--- src/serial_port_pkg.sv ---
// Register map, field positions and reset values of the synchronous slave serial port.
package serial_port_pkg;
    // Register byte offsets on the AXI4-Lite bus.
    localparam logic [7:0] BAUD_CONTROL_ADDR = 8'h00;
    localparam logic [7:0] RECEIVE_STATUS_ADDR = 8'h04;
    localparam logic [7:0] TRANSMIT_HOLDING_ADDR = 8'h08;
    localparam logic [7:0] TRANSMIT_STATUS_ADDR = 8'h0c;
    localparam logic [7:0] RECEIVE_DATA_ADDR = 8'h10;
    localparam logic [7:0] INTERRUPT_CONTROL_ADDR = 8'h14;

    // Receive control and status fields.
    localparam int PORT_ENABLE_BIT = 7;
    localparam int NINE_BIT_RECEIVE_BIT = 6;
    localparam int SINGLE_RECEIVE_BIT = 5;
    localparam int CONTINUOUS_RECEIVE_BIT = 4;
    localparam int OVERRUN_BIT = 1;
    localparam int RECEIVE_NINTH_BIT = 0;

    // Transmit control and status fields.
    localparam int CLOCK_SOURCE_BIT = 7;
    localparam int NINE_BIT_TRANSMIT_BIT = 6;
    localparam int TRANSMIT_ENABLE_BIT = 5;
    localparam int SYNC_SELECT_BIT = 4;
    localparam int SHIFT_EMPTY_BIT = 1;
    localparam int TRANSMIT_NINTH_BIT = 0;

    // Baud control fields.
    localparam int RECEIVE_IDLE_BIT = 6;
    localparam int CLOCK_POLARITY_BIT = 4;

    // Interrupt control fields.
    localparam int GLOBAL_ENABLE_BIT = 7;
    localparam int PERIPHERAL_ENABLE_BIT = 6;
    localparam int RECEIVE_IE_BIT = 5;
    localparam int TRANSMIT_IE_BIT = 4;
    localparam int RECEIVE_FLAG_BIT = 1;
    localparam int TRANSMIT_FLAG_BIT = 0;

    // Character lengths and bus answers.
    localparam logic [3:0] SHORT_CHAR_BITS = 4'h8;
    localparam logic [3:0] LONG_CHAR_BITS = 4'h9;
    localparam logic [1:0] RESP_OKAY = 2'h0;
    localparam logic [1:0] RESP_SLVERR = 2'h2;
    localparam logic [7:0] CONTROL_RESET = 8'h00;
endpackage

--- src/receive_fifo.sv ---
// Small shifting FIFO whose head entry is a register.
`timescale 1ns/1ps
module receive_fifo
    import serial_port_pkg::*;
#(
    parameter int WIDTH = 9,
    parameter int DEPTH = 2
) (
    // Clock and reset.
    input wire logic clk,
    input wire logic rst,
    // Write side.
    input wire logic push,
    input wire logic [WIDTH-1:0] pushData,
    // Read side.
    input wire logic pop,
    output logic [WIDTH-1:0] headData,
    output logic notEmpty,
    output logic full
);
    initial begin
        if (DEPTH < 2 || DEPTH > 15) begin
            $error("receive_fifo depth out of range");
        end
    end

    logic [WIDTH-1:0] slot [DEPTH];
    logic [3:0] count;
    logic doPush;
    logic doPop;

    assign doPop = pop && (count != 4'h0);
    assign doPush = push && (count != 4'(DEPTH) || doPop);
    assign headData = slot[0];
    assign notEmpty = count != 4'h0;
    assign full = count == 4'(DEPTH);

    always_ff @(posedge clk) begin
        if (rst) begin
            count <= 4'h0;
        end else begin
            count <= count + {3'h0, doPush} - {3'h0, doPop};
        end
    end

    // Entries move toward the head on a pop; a push lands behind the last entry.
    // Slots clear on reset so status read from an empty buffer is zero, not unknown.
    always_ff @(posedge clk) begin
        for (int i = 0; i < DEPTH; i++) begin
            if (rst) begin
                slot[i] <= {WIDTH{1'h0}};
            end else if (doPush && 4'(i) == count - {3'h0, doPop}) begin
                slot[i] <= pushData;
            end else if (doPop && i < DEPTH - 1) begin
                slot[i] <= slot[i + 1];
            end
        end
    end
endmodule

--- src/usart_sync_slave_link.sv ---
// Synchronous slave serial port with AXI4-Lite registers.
//
// Operation
// - slave when sync, slave clock, enabled
// - first write loads shifter, second stays held
// - held character loads after shift; flag sets
// - transmit flag with enables raises wake
// - slave receive always continuous, single ignored; here single receive still selects receive mode
// - sleep reception completes into data register
// - receive enable lets completion wake core
// - only slave mode shifts during sleep
// - shifters move only on external clock
// - accept pins asleep; flag on word
// - last bit out loads holding, sets flag
// - writing holding register clears transmit flag
// - global enable selects vectored interrupt wake
// - overrun cleared by receive or port disable
// - change on leading, sample on trailing edge
// - clock pin driver always off
// - two-deep receive buffer, third sets overrun
//
// Local design decisions: the AXI4-Lite register port and the register addresses.
`timescale 1ns/1ps
module usart_sync_slave_link
    import serial_port_pkg::*;
#(
    parameter int RX_DEPTH = 2
) (
    // System clock and reset.
    input wire logic core_clk,
    input wire logic sys_rst,
    // Core state.
    input wire logic coreSleep,
    output logic wakeRequest,
    output logic vectorRequest,
    // Serial clock pin.
    input wire logic clockPinIn,
    output logic clockPinOut,
    output logic clockPinOe,
    // Serial data pin.
    input wire logic dataPinIn,
    output logic dataPinOut,
    output logic dataPinOe,
    // AXI4-Lite write address and data.
    input wire logic [7:0] s_axi_awaddr,
    input wire logic s_axi_awvalid,
    output logic s_axi_awready,
    input wire logic [31:0] s_axi_wdata,
    input wire logic [3:0] s_axi_wstrb,
    input wire logic s_axi_wvalid,
    output logic s_axi_wready,
    // AXI4-Lite write response.
    output logic [1:0] s_axi_bresp,
    output logic s_axi_bvalid,
    input wire logic s_axi_bready,
    // AXI4-Lite read.
    input wire logic [7:0] s_axi_araddr,
    input wire logic s_axi_arvalid,
    output logic s_axi_arready,
    output logic [31:0] s_axi_rdata,
    output logic [1:0] s_axi_rresp,
    output logic s_axi_rvalid,
    input wire logic s_axi_rready
);
    initial begin
        if (RX_DEPTH != 2) begin
            $error("receive buffer depth must be two");
        end
    end

    function automatic logic mapped(input logic [7:0] addr);
        mapped = addr == BAUD_CONTROL_ADDR || addr == RECEIVE_STATUS_ADDR
            || addr == TRANSMIT_HOLDING_ADDR || addr == TRANSMIT_STATUS_ADDR
            || addr == RECEIVE_DATA_ADDR || addr == INTERRUPT_CONTROL_ADDR;
    endfunction

    function automatic logic [3:0] charBits(input logic nineBit);
        charBits = nineBit ? LONG_CHAR_BITS : SHORT_CHAR_BITS;
    endfunction

    // Control registers.
    logic [7:0] receiveControl;
    logic [7:0] transmitControl;
    logic [7:0] baudControl;
    logic [7:0] interruptControl;

    // Bus handshake state.
    logic [7:0] awAddr;
    logic [31:0] wData;
    logic wLane0;
    logic awHeld;
    logic wHeld;
    logic awTake;
    logic wTake;
    logic arTake;
    logic doWrite;
    logic next_awHeld;
    logic next_wHeld;

    // Serial state.
    logic [2:0] clockSync;
    logic [2:0] dataSync;
    logic leadingEdge;
    logic trailingEdge;
    logic portEnable;
    logic slaveMode;
    logic receiveMode;
    logic portReset;
    logic shiftAllowed;
    logic [8:0] holding;
    logic holdFull;
    logic [8:0] txShift;
    logic [3:0] txCount;
    logic txBusy;
    logic txDone;
    logic transmitFlag;
    logic [8:0] rxShift;
    logic [3:0] rxCount;
    logic rxComplete;
    logic overrun;
    logic fifoPop;
    logic [8:0] fifoHead;
    logic fifoNotEmpty;
    logic fifoFull;
    logic holdWrite;

    assign portEnable = receiveControl[PORT_ENABLE_BIT];
    assign slaveMode = portEnable && transmitControl[SYNC_SELECT_BIT]
        && !transmitControl[CLOCK_SOURCE_BIT];
    // Single receive counts only as a mode select here; reception never stops on it.
    assign receiveMode = receiveControl[CONTINUOUS_RECEIVE_BIT]
        || receiveControl[SINGLE_RECEIVE_BIT];
    assign portReset = sys_rst || !portEnable;
    // Other modes would need the system clock, so they never shift while asleep.
    assign shiftAllowed = slaveMode && (!coreSleep || slaveMode);

    // The clock pin is sampled through three flops; an edge counts once stages two and three
    // disagree, so the first stage feeds nothing but the second.
    always_ff @(posedge core_clk) begin
        if (sys_rst) begin
            clockSync <= 3'h0;
            dataSync <= 3'h0;
        end else begin
            clockSync <= {clockSync[1:0], clockPinIn};
            dataSync <= {dataSync[1:0], dataPinIn};
        end
    end

    // Polarity bit picks which pin edge leads.
    assign leadingEdge = (clockSync[1] != clockSync[2])
        && (clockSync[1] != baudControl[CLOCK_POLARITY_BIT]);
    assign trailingEdge = (clockSync[1] != clockSync[2])
        && (clockSync[1] == baudControl[CLOCK_POLARITY_BIT]);

    // AXI4-Lite slave: address and data are held separately and may arrive in either order.
    assign awTake = s_axi_awvalid && s_axi_awready;
    assign wTake = s_axi_wvalid && s_axi_wready;
    assign arTake = s_axi_arvalid && s_axi_arready;
    assign doWrite = awHeld && wHeld && !s_axi_bvalid;
    assign next_awHeld = doWrite ? 1'b0 : (awHeld || awTake);
    assign next_wHeld = doWrite ? 1'b0 : (wHeld || wTake);

    always_ff @(posedge core_clk) begin
        if (sys_rst) begin
            awHeld <= 1'b0;
            wHeld <= 1'b0;
            s_axi_awready <= 1'b0;
            s_axi_wready <= 1'b0;
            s_axi_bvalid <= 1'b0;
            s_axi_bresp <= RESP_OKAY;
            awAddr <= 8'h00;
            wData <= 32'h0;
            wLane0 <= 1'b0;
        end else begin
            awHeld <= next_awHeld;
            wHeld <= next_wHeld;
            s_axi_awready <= !next_awHeld;
            s_axi_wready <= !next_wHeld;
            if (awTake) begin
                awAddr <= s_axi_awaddr;
            end
            if (wTake) begin
                wData <= s_axi_wdata;
                wLane0 <= s_axi_wstrb[0];
            end
            if (doWrite) begin
                s_axi_bvalid <= 1'b1;
                s_axi_bresp <= mapped(awAddr) ? RESP_OKAY : RESP_SLVERR;
            end else if (s_axi_bready) begin
                s_axi_bvalid <= 1'b0;
            end
        end
    end

    // Only byte lane 0 carries register bits; a write without it changes nothing.
    always_ff @(posedge core_clk) begin
        if (sys_rst) begin
            receiveControl <= CONTROL_RESET;
            transmitControl <= CONTROL_RESET;
            baudControl <= CONTROL_RESET;
            interruptControl <= CONTROL_RESET;
        end else if (doWrite && wLane0) begin
            if (awAddr == RECEIVE_STATUS_ADDR) begin
                receiveControl <= wData[7:0];
            end else if (awAddr == TRANSMIT_STATUS_ADDR) begin
                transmitControl <= wData[7:0];
            end else if (awAddr == BAUD_CONTROL_ADDR) begin
                baudControl <= wData[7:0];
            end else if (awAddr == INTERRUPT_CONTROL_ADDR) begin
                interruptControl <= wData[7:0];
            end
        end
    end

    assign holdWrite = doWrite && wLane0 && awAddr == TRANSMIT_HOLDING_ADDR;
    assign fifoPop = arTake && s_axi_araddr == RECEIVE_DATA_ADDR;

    always_ff @(posedge core_clk) begin
        if (sys_rst) begin
            s_axi_arready <= 1'b0;
            s_axi_rvalid <= 1'b0;
            s_axi_rdata <= 32'h0;
            s_axi_rresp <= RESP_OKAY;
        end else begin
            s_axi_arready <= !(arTake || (s_axi_rvalid && !s_axi_rready));
            if (arTake) begin
                s_axi_rvalid <= 1'b1;
                s_axi_rresp <= mapped(s_axi_araddr) ? RESP_OKAY : RESP_SLVERR;
                s_axi_rdata <= 32'h0;
                if (s_axi_araddr == RECEIVE_STATUS_ADDR) begin
                    s_axi_rdata[7:2] <= receiveControl[7:2];
                    s_axi_rdata[OVERRUN_BIT] <= overrun;
                    s_axi_rdata[RECEIVE_NINTH_BIT] <= fifoHead[8];
                end else if (s_axi_araddr == TRANSMIT_STATUS_ADDR) begin
                    s_axi_rdata[7:2] <= transmitControl[7:2];
                    s_axi_rdata[SHIFT_EMPTY_BIT] <= !txBusy;
                    s_axi_rdata[TRANSMIT_NINTH_BIT] <= transmitControl[TRANSMIT_NINTH_BIT];
                end else if (s_axi_araddr == BAUD_CONTROL_ADDR) begin
                    s_axi_rdata[CLOCK_POLARITY_BIT] <= baudControl[CLOCK_POLARITY_BIT];
                    s_axi_rdata[RECEIVE_IDLE_BIT] <= rxCount == 4'h0;
                end else if (s_axi_araddr == INTERRUPT_CONTROL_ADDR) begin
                    s_axi_rdata[7:2] <= interruptControl[7:2];
                    s_axi_rdata[RECEIVE_FLAG_BIT] <= fifoNotEmpty;
                    s_axi_rdata[TRANSMIT_FLAG_BIT] <= transmitFlag;
                end else if (s_axi_araddr == RECEIVE_DATA_ADDR) begin
                    s_axi_rdata[7:0] <= fifoHead[7:0];
                end
            end else if (s_axi_rready) begin
                s_axi_rvalid <= 1'b0;
            end
        end
    end

    // Transmit path. The character is done once the trailing edge of its last bit has passed.
    assign txDone = txBusy && trailingEdge
        && txCount == charBits(transmitControl[NINE_BIT_TRANSMIT_BIT]);

    always_ff @(posedge core_clk) begin
        if (portReset) begin
            holding <= 9'h0;
            holdFull <= 1'b0;
            txShift <= 9'h0;
            txCount <= 4'h0;
            txBusy <= 1'b0;
            dataPinOut <= 1'b0;
        end else begin
            if (holdWrite) begin
                // Ninth bit is taken from the control register when the low byte lands.
                holding <= {transmitControl[TRANSMIT_NINTH_BIT], wData[7:0]};
                holdFull <= 1'b1;
            end
            if (!txBusy && holdFull && transmitControl[TRANSMIT_ENABLE_BIT]) begin
                txShift <= holding;
                txBusy <= 1'b1;
                txCount <= 4'h0;
                holdFull <= holdWrite;
            end else if (txDone) begin
                txBusy <= holdFull;
                txCount <= 4'h0;
                if (holdFull) begin
                    txShift <= holding;
                    holdFull <= holdWrite;
                end
            end else if (txBusy && shiftAllowed && leadingEdge
                && txCount != charBits(transmitControl[NINE_BIT_TRANSMIT_BIT])) begin
                dataPinOut <= txShift[0];
                txShift <= {1'b0, txShift[8:1]};
                txCount <= txCount + 4'h1;
            end
        end
    end

    // The flag shows a free holding register; a write fills it and drops the flag.
    always_ff @(posedge core_clk) begin
        if (portReset) begin
            transmitFlag <= 1'b0;
        end else begin
            transmitFlag <= transmitControl[TRANSMIT_ENABLE_BIT] && !holdWrite
                && (!holdFull || txDone || !txBusy);
        end
    end

    // Receive path, sampled on the trailing edge, least significant bit first.
    assign rxComplete = trailingEdge && slaveMode && receiveMode && !overrun
        && rxCount == charBits(receiveControl[NINE_BIT_RECEIVE_BIT]) - 4'h1;

    always_ff @(posedge core_clk) begin
        if (portReset || !receiveMode) begin
            rxShift <= 9'h0;
            rxCount <= 4'h0;
        end else if (rxComplete) begin
            rxCount <= 4'h0;
        end else if (trailingEdge && shiftAllowed && !overrun) begin
            rxShift <= {dataSync[2], rxShift[8:1]};
            rxCount <= rxCount + 4'h1;
        end
    end

    // A full buffer refuses the third character; only dropping continuous receive or the
    // port itself recovers, so software cannot clear it by reading alone.
    always_ff @(posedge core_clk) begin
        if (portReset || !receiveControl[CONTINUOUS_RECEIVE_BIT]) begin
            overrun <= 1'b0;
        end else if (rxComplete && fifoFull && !fifoPop) begin
            overrun <= 1'b1;
        end
    end

    receive_fifo #(
        .WIDTH(9),
        .DEPTH(RX_DEPTH)
    ) u_receive_fifo (
        .clk(core_clk),
        .rst(portReset),
        .push(rxComplete && !(fifoFull && !fifoPop)),
        .pushData(receiveControl[NINE_BIT_RECEIVE_BIT] ? {dataSync[2], rxShift[8:1]}
            : {1'b0, dataSync[2], rxShift[8:2]}),
        .pop(fifoPop),
        .headData(fifoHead),
        .notEmpty(fifoNotEmpty),
        .full(fifoFull)
    );

    // Wake and vectored interrupt requests.
    always_ff @(posedge core_clk) begin
        if (sys_rst) begin
            wakeRequest <= 1'b0;
            vectorRequest <= 1'b0;
        end else begin
            wakeRequest <= (transmitFlag && interruptControl[TRANSMIT_IE_BIT]
                && interruptControl[PERIPHERAL_ENABLE_BIT])
                || (fifoNotEmpty && interruptControl[RECEIVE_IE_BIT]);
            vectorRequest <= ((transmitFlag && interruptControl[TRANSMIT_IE_BIT]
                && interruptControl[PERIPHERAL_ENABLE_BIT])
                || (fifoNotEmpty && interruptControl[RECEIVE_IE_BIT]))
                && interruptControl[GLOBAL_ENABLE_BIT];
        end
    end

    // The data pin is driven only while transmitting as a slave; the clock pin never is.
    always_ff @(posedge core_clk) begin
        if (sys_rst) begin
            dataPinOe <= 1'b0;
            clockPinOe <= 1'b0;
            clockPinOut <= 1'b0;
        end else begin
            dataPinOe <= slaveMode && !receiveMode && transmitControl[TRANSMIT_ENABLE_BIT];
            clockPinOe <= 1'b0;
            clockPinOut <= 1'b0;
        end
    end
endmodule

--- config.mk ---
export PLATFORM = sky130hd
export DESIGN_NAME = usart_sync_slave_link
export DESIGN_NICKNAME = d
export VERILOG_FILES = /design/src/serial_port_pkg.sv /design/src/receive_fifo.sv /design/src/usart_sync_slave_link.sv
export SDC_FILE = /design/constraint.sdc
export NUM_CORES = 1
export LEC_CHECK = 0
export BUFFER_PORTS_ARGS = -buffer_cell sky130_fd_sc_hd__buf_2
export CAP_MARGIN = 20
export CORE_UTILIZATION = 50
export CTS_CLUSTER_SIZE = 24
export DETAILED_ROUTE_END_ITERATION = 6
export PLACE_DENSITY = 0.77
export SYNTH_ARGS = -nofsm -noshare
export SYNTH_HDL_FRONTEND = slang
export SYNTH_SLANG_ARGS = --single-unit
--- constraint.sdc ---
create_clock -name core_clk -period 3.9 [get_ports core_clk]
set_clock_uncertainty 0.15 [all_clocks]
set_input_delay 0.975 -clock core_clk [delete_from_list [all_inputs] [get_ports core_clk]]
set_output_delay 0.975 -clock core_clk [all_outputs]
set_load 0.01 [all_outputs]
# == Word level (Yosys, flattened, before mapping) ==
# Memory sizes are Yosys's and may differ from the RTL's.
# Index checks and enable logic that the tools add are counted.
# classes
addsub,6
n_eq_ne,20
muxes,45
n_bitwise,9
reduce_logical,99
# ops
op,count
2-to-1 mux 9 bit,8
logical AND 1 bit,43
"== test 8 x 4 -> 1 bit, second input constant",4
"== test 8 x 5 -> 1 bit, second input constant",4
2-to-1 mux 8 bit,4
2-to-1 mux 1 bit,30
logical OR 1 bit,22
"== test 8 x 3 -> 1 bit, second input constant",2
logical NOT 1 bit,16
logical NOT 8 bit,2
"adder 4 x 1 -> 4 bit, second input constant",2
== test 4 bit,2
logical NOT 4 bit,2
subtractor 4 x 1 -> 4 bit,2
NOT 1 bit,6
AND reduction 2 bit,3
AND reduction 3 bit,2
nonzero test 2 bit,3
AND reduction 5 bit,1
adder 4 x 1 -> 4 bit,1
"== test 1 x 4 -> 1 bit, first input constant",1
"== test 4 x 2 -> 1 bit, second input constant",1
2-to-1 mux 2 bit,2
2-to-1 mux 4 bit,1
12 further kinds,15
# totals
regBits,118
ram_bits,18
out_inout_bits,47
wordCells,213
n_memories,1
# memory_table
memory,depth,width,read_ports,rd_clocked_by_memory_dff,write_ports,line,rtl
u_receive_fifo.slot,2,9,2,0,2,receive_fifo.sv:27,logic [WIDTH-1:0] slot [DEPTH];

# == Longest topological paths before layout ==
# logic_depth
depth_word,14
mapped_depth,13
mapped_depth_nobuf,12

# == By module ==
# Synthesis repeated with hierarchy kept, for this count alone.
# unflattened
cells_unflattened,621
hier_area_um2,5733.0
# modules_own_cells
mod,instances,cells_each,area_each_um2,seq_area_each_um2
usart_sync_slave_link,1,522,4590.7,2042.0
receive_fifo,1,99,1142.3,620.6

# == Least setup slack after synthesis ==
# OpenSTA, ideal clock, no wires.
# synth_timing
path_kind,input port to flip-flop
start,input s_axi_araddr[2]
end,memory u_receive_fifo.slot[0][0] (enable)
arrival_ps,3298
setup_slack_ps,118
path_stages,12
cell_sequence,clkbuf_1 -> and4b_1 -> and4_1 -> ha_1 -> ha_1 -> xor2_1 -> a211oi_1 -> o2111ai_1 -> buf_2 -> or2_1 -> buf_6 -> nand2_1
# synth_rtl
item,line,rtl
from (decl),usart_sync_slave_link.sv:57,"input wire logic [7:0] s_axi_araddr,"
to (decl),receive_fifo.sv:27,

==> flow_summary_export.csv <==
group,metric,value,unit
grt,grt_pass1_wl,21.33,mm
floorplanning,coreArea,11030,um2
synthesis,ys.flop_type,"dfxtp_1",
clock_network,ctsResizeCount,0,
synthesis,yosysTopAreaCell,"dfxtp_1",
setup_path,cp_max_fo,9,
setup_path,cp.required,3.83,ns
timing,final_max_slew_viol_count,0,
power,power_frac_seq,42.7,%
power,p_sw,0.6486,mW
clock_network,cts_tree,"done",
floorplanning,start_util,52.14,%
route,drtIter0Drc,299,
clock_network,numClockSinks,124,
final_layout,areaGrowthSynthToFinish,15.62,%
synthesis,yosysUniqueCellTypes,60,
final_layout,stdcell_count,834,
synthesis,synth-xor-area-share,1.827,%
floorplanning,die_w,109.3,um
job,max_cap_violations,0,
power,power,3.121,mW
setup_path,slowest_delay,0.51,ns
synthesis,synth.yosys.seq_area_share,46.29,%
place,place_area,6011,um2
setup_path,cp.arrival,3.58,ns
hold_path,worstHoldPathType,"reg -> reg",
synthesis,synth_fa_ha_area_share,2.523,%
power,powerDensity,469.3,nW/um2
route,avgRoutedWirePerCell,15.74,um
timing,hold_violations,0,
clock_network,cts_hold_buffers,0,
grt,antenna_found_initial,0,
timing,period_needed,3.653,ns
grt,grt_pass1_vias,4408,
route,firstDrtPassIters,5,
timing,layout_setup_ws,0.2474,ns
timing,finalSetupViolCount,0,
synthesis,synth_compound_area_share,13.18,%
route,drt_wl_total,13.13,mm
route,ant_nets,0,
power,p_leak,2.574,nW
setup_path,critPathMostFrequentCell,"ha_1",
power,intPower,2.472,mW
synthesis,synthCells,632,
final_layout,layout.nets,754,
timing,rsz0062_at_grt,"false",
grt,grt_max_degree,55,
clock_network,cts_buffer_depth,2,
grt,grtUsageTotal,23.50,%
synthesis,avgSynthCellArea,9.101,um2
synthesis,ys_ff_latch,124,
setup_path,reg2reg_slack,0.25,ns
synthesis,syn_area,5752,um2
synthesis,synth_edf_count,18,
timing,relSlewSlack,42.88,%
floorplanning,die-area,11940,um2
place,dp_cells,801,
place,dpl.hpwl,9.096,mm
synthesis,async_flop_share,0,%
floorplanning,pin_count,109,
setup_path,crit_path_end_kind,"flop",
clock_network,cts_setup_buffers,0,
clock_network,cts_root_buf,"clkbuf_16",
grt,grt_overflow,0,
synthesis,synth_warnings,0,
power,clockPowerShare,53.7,%
final_layout,drive_gt1_share,15.71,%
clock_network,insertion_delay,0.41,ns
place,io_buffer_count,52,
final_layout,stdcell_area,6650,um2
place,pre_cts_slack,-0.02526,ns
synthesis,synth.top_cell.area_share,36.89,%
timing,fin_crit_sh,93.66,%
power,comb_power_share,3.7,%
synthesis,synth-simple-area-share,21.34,%
timing,worst_pin_slew,0.8536,ns
final_layout,antenna_cells,0,
setup_path,startpoint_type,"flop",
route,vias_per_cell,5.566,
synthesis,synth_top_family_by_area,"simple AND/OR/NAND/NOR gates",
clock_network,cts_buffers,17,
power,switching_share,20.79,%
timing,fin_tns_setup,0,ns
setup_path,path_cells,"inv_1 > ha_1 > or3b_2 > and4_1 > ha_1 > ha_1 > xor2_1 > a211oi_1 > o2111ai_1 > or2_1 > nand2_1",
floorplanning,die-height,109.3,um
route,drc,0,
floorplanning,rows,38,
place,gp_congestion,0.8314,
route,vias,4642,
power,ir_worst_vdd,0.3278,mV
clock_network,htree_num_levels,4,
synthesis,yosys-top-cells-area,"dfxtp_1, edfxtp_1, mux2i_1, nand2_1, a21oi_1",
setup_path,worst_path_max_delay_cell,"or3b_2",
clock_network,clk_pin_slew,0.05,ns
synthesis,synthMuxAreaShare,7.657,%
outcome,status,"finished clean",
setup_path,crit_type,"reg -> reg",
timing,max_freq,273.8,MHz
==> worst paths after layout <==
check | startpoint | endpoint | depth (start not counted)
max reg2reg | u_receive_fifo.count[2]$_SDFF_PP0_ | u_receive_fifo.slot[0][5]$_DFFE_PP_ | 11
min reg2reg | dataSync[1]$_SDFF_PP0_ | dataSync[2]$_SDFF_PP0_ | 1
min | dataSync[1]$_SDFF_PP0_ | dataSync[2]$_SDFF_PP0_ | 1
max | u_receive_fifo.count[2]$_SDFF_PP0_ | u_receive_fifo.slot[0][5]$_DFFE_PP_ | 11
==> metal layers <==
layer	GRT usage (%)	up-vias	routed length [um]
met3	5.977	28	869
met4	11.24	0	295
li1	-	2264	-
met5	0	-	0
met1	29.48	2186	5594
met2	37.69	164	6364
==> metrics by stage <==
| step | utilization [%] | hold WS, ns |
|---|---|---|
| final | 60.29 | 0.2860 |
| after global routing | 60.29 | 0.3115 |
| after CTS | 60.22 | 0.2889 |
| after detailed placement | 54.49 | 0.2731 |
| after global placement | 54.49 | 0.2727 |
| after floorplan | - | 0.2638 |
==> worst max-delay path: cells and delay by family, from the launching register on <==
family / cells / cell delay, ns
XOR/XNOR: 1 / 0.15
adder cells (fa/ha/maj): 3 / 0.71
flip-flops: 1 / 0.31
AO/OA/AOI/OAI: 2 / 0.58
AND/OR/NAND/NOR: 4 / 1.32
buffers and inverters: 1 / 0.10
==> layout by cell type, fill, tap and decap left out, drive strengths merged, types with 17 or more instances in the layout <==
cell type	netlist	final
a21oi	51	51
a211oi	20	20
clkbuf	22	21
nand3	23	23
conb	1	28
nor2b	19	19
mux2i	35	35
edfxtp	18	18
o21ai	21	21
dfxtp	106	106
nor3	17	17
nor2	56	56
nand2	77	77
buf	39	64
==> power by group through the flow <==
| stage | clock, mW | sequential [mW] | combinational, mW |
|---|---|---|---|
| 5_1_grt | 1.74 | 1.33 | 0.129 |
| 3_5_place_dp | 0 | 1.36 | 0.113 |
| 4_1_cts | 1.68 | 1.33 | 0.114 |
| 3_3_place_gp | 0 | 1.36 | 0.110 |
| 6_report | 1.67 | 1.33 | 0.115 |
| 2_1_floorplan | 0 | 1.35 | 0.0952 |
==> state kept, by name, indices dropped and copies added (netlist names), 4 cells and up <==
register              flops
u_receive_fifo.slot      18
holding                   9
txShift                   9
awAddr                    8
rxShift                   8
s_axi_rdata               8
wData                     8
transmitControl           7
interruptControl          6
receiveControl            6
rxCount                   4
txCount                   4
u_receive_fifo.count      4
==> cell type report <==
cell class,instances,area (um2)
multi-input combinational,461,2781
clock buffer,21,470.5
fill,925,4380
clock inverter,11,161.4
sequential,124,2663
tap,140,175.2
inverter,13,48.80
timing repair buffer,64,350.3
==> logic make-up (layout without fill, tap and decap cells) <==
family	Yosys count	after routing
compound gates	123	123
xor+xnor	12	12
fa+ha+maj	11	11
buf+inv	74	109
flops	124	124
mux	43	43
other cells	1	28
simple gates	244	244
==> cells in the mapped netlist, types with 3 or more instances <==
cell        n
a211oi_1   20
a21o_1      3
a21oi_1    51
and2_1      7
buf_1       4
buf_2       3
buf_4      30
clkbuf_1   22
dfxtp_1   106
edfxtp_1   18
ha_1       10
inv_1      13
mux2_2      8
mux2i_1    35
nand2_1    77
nand2b_1    9
nand3_1    23
nand3b_1    8
nor2_1     56
nor2b_1    19
nor3_1     17
nor3b_1     3
nor4_1      4
o211ai_1   11
o21ai_0    12
o21ai_1     9
o22ai_1     4
xnor2_1     6
xor2_1      6
Power figures use the tool's default switching activity.
